$ cat config.mk
export PLATFORM = sky130hd
export DESIGN_NAME = pfa_status_image
export DESIGN_NICKNAME = d
export VERILOG_FILES = /design/src/rtl/pfa_pair_check.v /design/src/rtl/pfa_byte_select.v /design/src/rtl/pfa_status_image.v
export VERILOG_INCLUDE_DIRS = /design/src /design/src/rtl
export SDC_FILE = /design/constraint.sdc
export NUM_CORES = 1
export LEC_CHECK = 0
export ABC_AREA = 1
export CAP_MARGIN = 10
export CORE_MARGIN = 4
export CORE_UTILIZATION = 62
export CTS_CLUSTER_SIZE = 28
export DETAILED_ROUTE_END_ITERATION = 16
export DONT_BUFFER_PORTS = 1
export GPL_TIMING_DRIVEN = 0
export PLACE_DENSITY = 0.85
export SYNTH_ARGS = -nofsm -noshare
export SYNTH_HDL_FRONTEND = slang
export SYNTH_SLANG_ARGS = --single-unit
$ cat constraint.sdc
create_clock -name ref_clk -period 4.1 [get_ports ref_clk]
set_input_delay 0.41 -clock ref_clk [delete_from_list [all_inputs] [get_ports ref_clk]]
set_output_delay 0.41 -clock ref_clk [all_outputs]
set_load 0.02 [all_outputs]
$ cat src/rtl/pfa_regs.vh
// constants for the protective function a status image
`ifndef PFA_REGS_VH
`define PFA_REGS_VH

// ----------------------------------------------------------------------
// placement in the non-safe input telegram
// ----------------------------------------------------------------------
`define PFA_TEL_FIRST      5'h0E
`define PFA_TEL_LAST       5'h15
`define PFA_IMG_BYTES      4'h8
`define PFA_ADDR_W         5

// ----------------------------------------------------------------------
// module byte offsets
// ----------------------------------------------------------------------
`define PFA_OFS_OCCUPANCY  3'h0
`define PFA_OFS_INTERLOCK  3'h1
`define PFA_OFS_WARN_SEG   3'h2
`define PFA_OFS_PROT_SEG   3'h3
`define PFA_OFS_PAIR_12    3'h4
`define PFA_OFS_PAIR_3     3'h5
`define PFA_OFS_MATCH      3'h6
`define PFA_OFS_SPARE      3'h7

// ----------------------------------------------------------------------
// field positions, counted as bit index in the 64-bit image
// ----------------------------------------------------------------------
`define PFA_BIT_WARN_FREE  0
`define PFA_BIT_PROT_FREE  1
`define PFA_BIT_ACTIVE     4
`define PFA_BIT_WARN_RSI   8
`define PFA_BIT_PROT_RSI   9
`define PFA_BIT_WSEG1      16
`define PFA_BIT_WSEG2      17
`define PFA_BIT_PSEG1      24
`define PFA_BIT_PSEG2      25
`define PFA_LSB_PAIR1      32
`define PFA_LSB_PAIR2      36
`define PFA_LSB_PAIR3      40
`define PFA_BIT_MATCH1     48
`define PFA_BIT_MATCH2     49

// ----------------------------------------------------------------------
// pair number range and reset values
// ----------------------------------------------------------------------
`define PFA_PAIR_MIN       4'h1
`define PFA_PAIR_MAX       4'hA
`define PFA_PAIR_NONE      4'h0
`define PFA_IMG_RESET      64'h0000_0000_0000_0000
`define PFA_BYTE_ZERO      8'h00

`endif

$ cat src/rtl/pfa_pair_check.v
// field pair number check and predefined pair comparison
`timescale 1ns/1ns
`include "pfa_regs.vh"

module pfa_pair_check
(
   input  wire [3:0] pair_in,
   input  wire [3:0] active_pair,
   input  wire [3:0] predef_pair,
   output wire [3:0] pair_out,
   output wire       pair_match
);

   // ----------------------------------------------------------------------
   // range check
   // ----------------------------------------------------------------------
   function pair_valid;
      input [3:0] num;
      begin
         pair_valid = (num >= `PFA_PAIR_MIN) && (num <= `PFA_PAIR_MAX);
      end
   endfunction

   // out-of-range numbers read as zero so the controller never sees 11..15
   assign pair_out   = pair_valid(pair_in) ? pair_in : `PFA_PAIR_NONE;
   // an unconfigured predefined pair never matches
   assign pair_match = pair_valid(predef_pair) && pair_valid(active_pair)
                       && (active_pair == predef_pair);

endmodule

$ cat src/rtl/pfa_byte_select.v
// selects one byte of the status image by module byte index
`timescale 1ns/1ns

module pfa_byte_select
#(
   parameter NBYTES = 8,
   parameter IDX_W  = 3
)
(
   input  wire [NBYTES*8-1:0] image,
   input  wire [IDX_W-1:0]    index,
   output wire [7:0]          byte_out
);

   // indexed part-select keeps this a plain mux tree
   assign byte_out = image[index*8 +: 8];

endmodule

$ cat src/rtl/pfa_status_image.v
// protective function a status image: builds, freezes and serves 8 bytes
//
// Contract
// - eight bytes at telegram bytes 14 to 21
// - byte0 bits0/1: warning/protective field, 1=free
// - byte0 bit4 set when function configured
// - byte1 bit0: warning field restart interlock active
// - byte1 bit1: protective field restart interlock active
// - bytes 2/3 bits0/1: segment occupancy, 1=free
// - byte4 bits0-3: first selected pair number
// - byte4 bits4-7: second pair; third unused
// - byte6 bits0/1: active equals predefined pair
`timescale 1ns/1ns
`include "pfa_regs.vh"

module pfa_status_image
#(
   parameter NBYTES = 8
)
(
   input  wire        ref_clk,
   input  wire        arst_n,
   // status from the scanner core, same clock domain
   input  wire        warn_field_free,
   input  wire        prot_field_free,
   input  wire        func_a_active,
   input  wire        warn_restart_interlock,
   input  wire        prot_restart_interlock,
   input  wire        warn_segment1_free,
   input  wire        warn_segment2_free,
   input  wire        prot_segment1_free,
   input  wire        prot_segment2_free,
   input  wire [3:0]  first_pair_sel,
   input  wire [3:0]  second_pair_sel,
   input  wire [3:0]  active_pair,
   input  wire [3:0]  predef_pair1,
   input  wire [3:0]  predef_pair2,
   // telegram cycle start from the fieldbus side, freezes the image while idle
   input  wire        cycle_start,
   // random byte read, addressed by telegram byte number
   input  wire        rd_en,
   input  wire [4:0]  rd_addr,
   output reg  [7:0]  rd_data,
   output reg         rd_hit,
   output reg         rd_valid,
   // byte stream of the frozen image towards the telegram builder
   output wire        tx_valid,
   input  wire        tx_ready,
   output reg  [7:0]  tx_data,
   output reg  [4:0]  tx_byte,
   output wire        tx_last,
   output wire        busy
);

   // ----------------------------------------------------------------------
   // local constants
   // ----------------------------------------------------------------------
   localparam IMG_W    = NBYTES * 8;
   localparam S_IDLE   = 2'b01;
   localparam S_SEND   = 2'b10;

   // ----------------------------------------------------------------------
   // declarations
   // ----------------------------------------------------------------------
   reg  [IMG_W-1:0] live_image;
   reg  [IMG_W-1:0] next_image;
   reg  [IMG_W-1:0] snap_image;
   reg  [1:0]       state;
   reg  [1:0]       next_state;
   reg  [2:0]       tx_idx;
   reg  [2:0]       next_tx_idx;
   wire [3:0]       pair1_clean;
   wire [3:0]       pair2_clean;
   wire             match1;
   wire             match2;
   wire             unused_match;
   wire [3:0]       unused_pair;
   wire [7:0]       rd_byte;
   wire [7:0]       tx_byte_sel;
   wire [3:0]       rd_decode;
   wire             take_snap;
   wire             tx_fire;

   // ----------------------------------------------------------------------
   // address decode: telegram byte to module byte
   // ----------------------------------------------------------------------
   // returns {hit, module byte}; used by the read port only, the stream counts tx_idx itself
   function [3:0] tel_decode;
      input [4:0] addr;
      reg   [4:0] rel;
      begin
         rel = addr - `PFA_TEL_FIRST;
         if ((addr >= `PFA_TEL_FIRST) && (addr <= `PFA_TEL_LAST))
         begin
            tel_decode = {1'b1, rel[2:0]};
         end
         else
         begin
            tel_decode = 4'h0;
         end
      end
   endfunction

   // module byte back to telegram byte number
   function [4:0] tel_encode;
      input [2:0] idx;
      begin
         tel_encode = `PFA_TEL_FIRST + {2'b00, idx};
      end
   endfunction

   // ----------------------------------------------------------------------
   // pair number checks
   // ----------------------------------------------------------------------
   // first pair carries the match against predefined pair 1
   pfa_pair_check u_pair1
   (
      .pair_in     (first_pair_sel),
      .active_pair (active_pair),
      .predef_pair (predef_pair1),
      .pair_out    (pair1_clean),
      .pair_match  (match1)
   );

   // second pair carries the match against predefined pair 2
   pfa_pair_check u_pair2
   (
      .pair_in     (second_pair_sel),
      .active_pair (active_pair),
      .predef_pair (predef_pair2),
      .pair_out    (pair2_clean),
      .pair_match  (match2)
   );

   // the third pair number and the bit after match2 have no checker and are tied to zero
   assign unused_match = 1'b0;
   assign unused_pair  = `PFA_PAIR_NONE;

   // ----------------------------------------------------------------------
   // image assembly
   // ----------------------------------------------------------------------
   // start from all zero so every reserved bit stays low
   always @*
   begin
      next_image = `PFA_IMG_RESET;
      next_image[`PFA_BIT_WARN_FREE] = warn_field_free;
      next_image[`PFA_BIT_PROT_FREE] = prot_field_free;
      next_image[`PFA_BIT_ACTIVE]    = func_a_active;
      next_image[`PFA_BIT_WARN_RSI]  = warn_restart_interlock;
      next_image[`PFA_BIT_PROT_RSI]  = prot_restart_interlock;
      next_image[`PFA_BIT_WSEG1]     = warn_segment1_free;
      next_image[`PFA_BIT_WSEG2]     = warn_segment2_free;
      next_image[`PFA_BIT_PSEG1]     = prot_segment1_free;
      next_image[`PFA_BIT_PSEG2]     = prot_segment2_free;
      next_image[`PFA_LSB_PAIR1 +: 4] = pair1_clean;
      next_image[`PFA_LSB_PAIR2 +: 4] = pair2_clean;
      // third pair is not implemented and reads as zero
      next_image[`PFA_LSB_PAIR3 +: 4] = unused_pair;
      next_image[`PFA_BIT_MATCH1]    = match1;
      next_image[`PFA_BIT_MATCH2]    = match2;
      next_image[`PFA_BIT_MATCH2 + 1] = unused_match;
   end

   // live image follows the core one cycle late; reset shows all occupied
   always @(posedge ref_clk or negedge arst_n)
   begin
      if (!arst_n)
      begin
         live_image <= `PFA_IMG_RESET;
      end
      else
      begin
         live_image <= next_image;
      end
   end

   // ----------------------------------------------------------------------
   // snapshot per byte
   // ----------------------------------------------------------------------
   // the frozen copy keeps all eight bytes from one instant, so a
   // controller never sees a field from one scan and its segment from another
   assign take_snap = cycle_start && (state == S_IDLE);

   genvar gi;
   generate
      for (gi = 0; gi < NBYTES; gi = gi + 1)
      begin : g_snap
         always @(posedge ref_clk or negedge arst_n)
         begin
            if (!arst_n)
            begin
               snap_image[gi*8 +: 8] <= `PFA_BYTE_ZERO;
            end
            else if (take_snap)
            begin
               snap_image[gi*8 +: 8] <= live_image[gi*8 +: 8];
            end
         end
      end
   endgenerate

   // ----------------------------------------------------------------------
   // random read port
   // ----------------------------------------------------------------------
   assign rd_decode = tel_decode(rd_addr);

   pfa_byte_select #(.NBYTES(NBYTES), .IDX_W(3)) u_rd_sel
   (
      .image    (snap_image),
      .index    (rd_decode[2:0]),
      .byte_out (rd_byte)
   );

   // answer one cycle after the request; outside 14..21 reads zero
   always @(posedge ref_clk or negedge arst_n)
   begin
      if (!arst_n)
      begin
         rd_data  <= `PFA_BYTE_ZERO;
         rd_hit   <= 1'b0;
         rd_valid <= 1'b0;
      end
      else
      begin
         rd_valid <= rd_en;
         if (rd_en)
         begin
            rd_hit  <= rd_decode[3];
            rd_data <= rd_decode[3] ? rd_byte : `PFA_BYTE_ZERO;
         end
      end
   end

   // ----------------------------------------------------------------------
   // stream sequencer
   // ----------------------------------------------------------------------
   assign tx_valid = (state == S_SEND);
   assign tx_fire  = tx_valid && tx_ready;
   assign tx_last  = tx_valid && (tx_idx == `PFA_OFS_SPARE);
   assign busy     = (state == S_SEND);

   // a start seen while sending is ignored so the frame stays consistent
   always @*
   begin
      next_state  = state;
      next_tx_idx = tx_idx;
      case (state)
         S_IDLE:
         begin
            if (cycle_start)
            begin
               next_state  = S_SEND;
               next_tx_idx = `PFA_OFS_OCCUPANCY;
            end
         end
         S_SEND:
         begin
            if (tx_fire)
            begin
               if (tx_idx == `PFA_OFS_SPARE)
               begin
                  next_state = S_IDLE;
               end
               else
               begin
                  next_tx_idx = tx_idx + 3'd1;
               end
            end
         end
         default:
         begin
            next_state  = S_IDLE;
            next_tx_idx = `PFA_OFS_OCCUPANCY;
         end
      endcase
   end

   // state and byte counter
   always @(posedge ref_clk or negedge arst_n)
   begin
      if (!arst_n)
      begin
         state  <= S_IDLE;
         tx_idx <= `PFA_OFS_OCCUPANCY;
      end
      else
      begin
         state  <= next_state;
         tx_idx <= next_tx_idx;
      end
   end

   // ----------------------------------------------------------------------
   // stream data
   // ----------------------------------------------------------------------
   // selection uses the next index so the data register lines up with it
   pfa_byte_select #(.NBYTES(NBYTES), .IDX_W(3)) u_tx_sel
   (
      .image    (take_snap ? live_image : snap_image),
      .index    (next_tx_idx),
      .byte_out (tx_byte_sel)
   );

   // data and byte number come from flip-flops, updated with the index
   always @(posedge ref_clk or negedge arst_n)
   begin
      if (!arst_n)
      begin
         tx_data <= `PFA_BYTE_ZERO;
         tx_byte <= `PFA_TEL_FIRST;
      end
      else
      begin
         tx_data <= tx_byte_sel;
         tx_byte <= tel_encode(next_tx_idx);
      end
   end

endmodule

==> metrics.txt <==
worst reg2reg path depth=12; Die Y=78.1 um; Initial Util=64.1%; Residual DRC=0; final net count=405; number of synthesized flops with an enable pin=0; Setup CP Type=flop to flop; Slew HR=71.9%; Multi-input gate area=0.00110 sq mm; cells after synthesis=347; Int Pwr=1380 uW; CTS Root Cell=clkbuf_8; top routing layer in use=met4; TritonCTS Buffers=9; initial DRC count=145; Post-Route M1 WL=2.44 mm; CP Depth=12; DP Area=0.00313 sq mm; final critical-path required period=2030 ps; met3 wire len=465 um; gr usage total=22.6%; final wirelength=6.17 mm; Peak VDD IR=0.309 mV; Worst-path clk slew=70 ps; clock network fraction of design power=29.8%; Synthesized Nets=392; Port Buf Inserts=0; Worst setup SP type=flop; Cell variety after synth=35; Final Instance Count excl. Fillers=432; CTS tree=built; # diodes=0; largest cells by area after synthesis=dfrtp_1, nand2_1, inv_1, nand3_1, o21ai_0; Hold Crit Class=input pin to flop; setup repair after global routing missed its margin=false; delay-heaviest family, CP=simple AND/OR/NAND/NOR gates; hold path cells=0; sequential fraction of the synthesis area=53.5%; critical-path cell list=inv_1 > ha_1 > nand2_1 > nor2_1 > nand3_2 > nand3_2 > inv_2 > nand2_1 > nand3_2 > nand2_1 > nand2_1 > nand2_1; Sw Ratio=33.6%; core area=0.00475 sq mm; Synth top area share=50.1%; IO Count=65; Setup Skew=9.54 ps; Sw Pwr=698 uW; Max Slew Vio Count=0; Die Wd=78.1 um; slowest cell on the critical path=dfstp_2; critical path required time=4310 ps; Mapped Area=0.00305 sq mm; post-route cell area=0.00340 sq mm; Die Area=0.00610 sq mm; DRT antenna net count=0; final design utilization=71.6%; CP most frequent cell=nand2_1; max_cap viols=0; met2 routed WL=3.09 mm; critical path arrival=2240 ps; Fin. Hold Viols=0; postcts setup bufs=0; CP Max Fanout=7; Comb pwr share=28.2%; final setup vio count=0; Fmax achieved=0.493 GHz; post-synth top area cell=dfrtp_1; CTS max path bufs=2; final worst-path cycle share=49.5%; Warnings, synthesis=0; # H-tree levels=3; worst skew pair latency=330 ps; Rows=25; global-route wire length before repair=10.6 mm; dpl cells=414; Primary FF master, synth=dfrtp_1; routability-driven placement congestion ratio=0.881; Mean Syn Cell Area=8.79 sq um; worst path buffer plus inverter count=2; slowest cell delay on critical path=550 ps; synth-to-layout area growth=11.6%; CTS sink count=65; total area of sequential cells=0.00163 sq mm; HPWL after DPL=4.46 mm; flops & latches, synth=65; routed wire length per instance=14.3 um; grt ovf=0; setup TNS=0 ps; vias in the first global route=2389; P_leak=0.00180 uW; initial antenna violation count=0; DR vias=2325; fillers=340; run status=completed; First-pass DRT Iterations=4; PwrDens=611 mW/mm^2; vias per cell=5.38; layout cells sized above 1=12.6%; Post-synth ARST share=100%; largest net degree at the start of global routing=66; Flop pwr share=42.0%; Worst-Margin Slew=422 ps; CP endpoint kind=flop
==> stage by stage <==
step	setup WS [ps]	hold slack, ps	total power [uW]
6_report	2070	99.9	2080
2_1_floorplan	2360	114	1330
4_1_cts	2070	87.2	2100
3_3_place_gp	2170	116	1410
5_1_grt	1900	79.3	2220
3_5_place_dp	2100	116	1450
==> cells in the final DEF, fill, tap and decap left out, drive strengths merged, types with 5 or more instances in the layout <==
| cell type | synthesis | final |
|---|---|---|
| ha | 6 | 6 |
| dfrtp | 61 | 61 |
| a21oi | 7 | 7 |
| and2 | 5 | 5 |
| buf | 8 | 9 |
| inv | 61 | 61 |
| nand3 | 34 | 34 |
| clkbuf | 2 | 16 |
| nand2 | 86 | 86 |
| nor3 | 5 | 5 |
| nor2 | 22 | 22 |
| o21ai | 28 | 28 |
==> cells by family after synthesis <==
| family | synth area share (%) |
|---|---|
| AOI/OAI and AO/OA | 9.52 |
| adders and majority gates | 2.46 |
| buffers and inverters | 10.3 |
| and+or+nand+nor | 23.8 |
| DFF | 53.5 |
| muxes | 0.369 |
==> worst reg2reg max path, stage by stage (launching register included) <==
cell     delay, ps
dfstp_2        550
inv_1           40
ha_1           340
nand2_1        160
nor2_1          80
nand3_2         90
nand3_2        150
inv_2          140
nand2_1         80
nand3_2         90
nand2_1         60
nand2_1         70
nand2_1         70
==> Yosys cell counts, types with 3 or more instances <==
cell,number
nand3_1,30
ha_1,6
nand3_2,4
buf_6,3
a21oi_1,6
o21ai_0,22
nand2_1,82
nor2_1,18
o211ai_1,4
o21ai_1,6
dfrtp_1,61
inv_1,56
nor3_1,5
and2_1,5
buf_4,3
dfstp_2,4
inv_2,3
==> per-layer routing <==
layer | up-vias | track usage (%)
met5 | - | 0
met3 | 16 | 6.54
met1 | 1100 | 26.3
li1 | 1124 | -
met4 | 0 | 12.6
met2 | 85 | 37.5
==> area by class of cell <==
class / count / share of cell area [%]
sequential: 65 / 47.9
multi-input combinational: 209 / 32.4
inverter: 63 / 7.10
clock buffer: 14 / 5.07
tap: 67 / 2.46
buffer: 10 / 2.17
clock inverter: 2 / 1.76
timing repair buffer: 2 / 1.10
==> power groups by stage <==
| stage | clock network [uW] | registers (uW) | logic (uW) |
|---|---|---|---|
| 2_1_floorplan | 0 | 861 | 467 |
| 3_3_place_gp | 0 | 878 | 534 |
| 3_5_place_dp | 0 | 884 | 562 |
| 4_1_cts | 632 | 872 | 591 |
| 5_1_grt | 662 | 889 | 672 |
| 6_report | 620 | 872 | 587 |
==> what timing repair did <==
item,CTS,global route
hold buffers,2,0
hold endpoints to repair,65,0
resized for setup,0,0
==> worst paths after layout <==
| kind | start | endpoint | slack [ps] |
|---|---|---|---|
| hold reg to reg | live_image[33]$_DFF_PN0_ | snap_image[33]$_DFFE_PN0P_ | 510 |
| hold / removal | prot_field_free | live_image[1]$_DFF_PN0_ | 100 |
| min in group asynchronous | arst_n | tx_data[0]$_DFF_PN0_ | 620 |
| max in group asynchronous | arst_n | tx_byte[3]$_DFF_PN1_ | 3180 |
| setup reg to reg | state[0]$_DFFE_PN1P_ | tx_data[0]$_DFF_PN0_ | 2070 |
| setup / recovery | state[0]$_DFFE_PN1P_ | tx_data[0]$_DFF_PN0_ | 2070 |
==> registers in the layout, summed over array words and instances (netlist names) <==
name and flops:
tx_byte 5, state 2, rd_hit 1, tx_idx 2, rd_data 8, snap_image 19, rd_valid 1, tx_data 8
live_image 19
No activity file was read; power rests on OpenSTA's default activity.
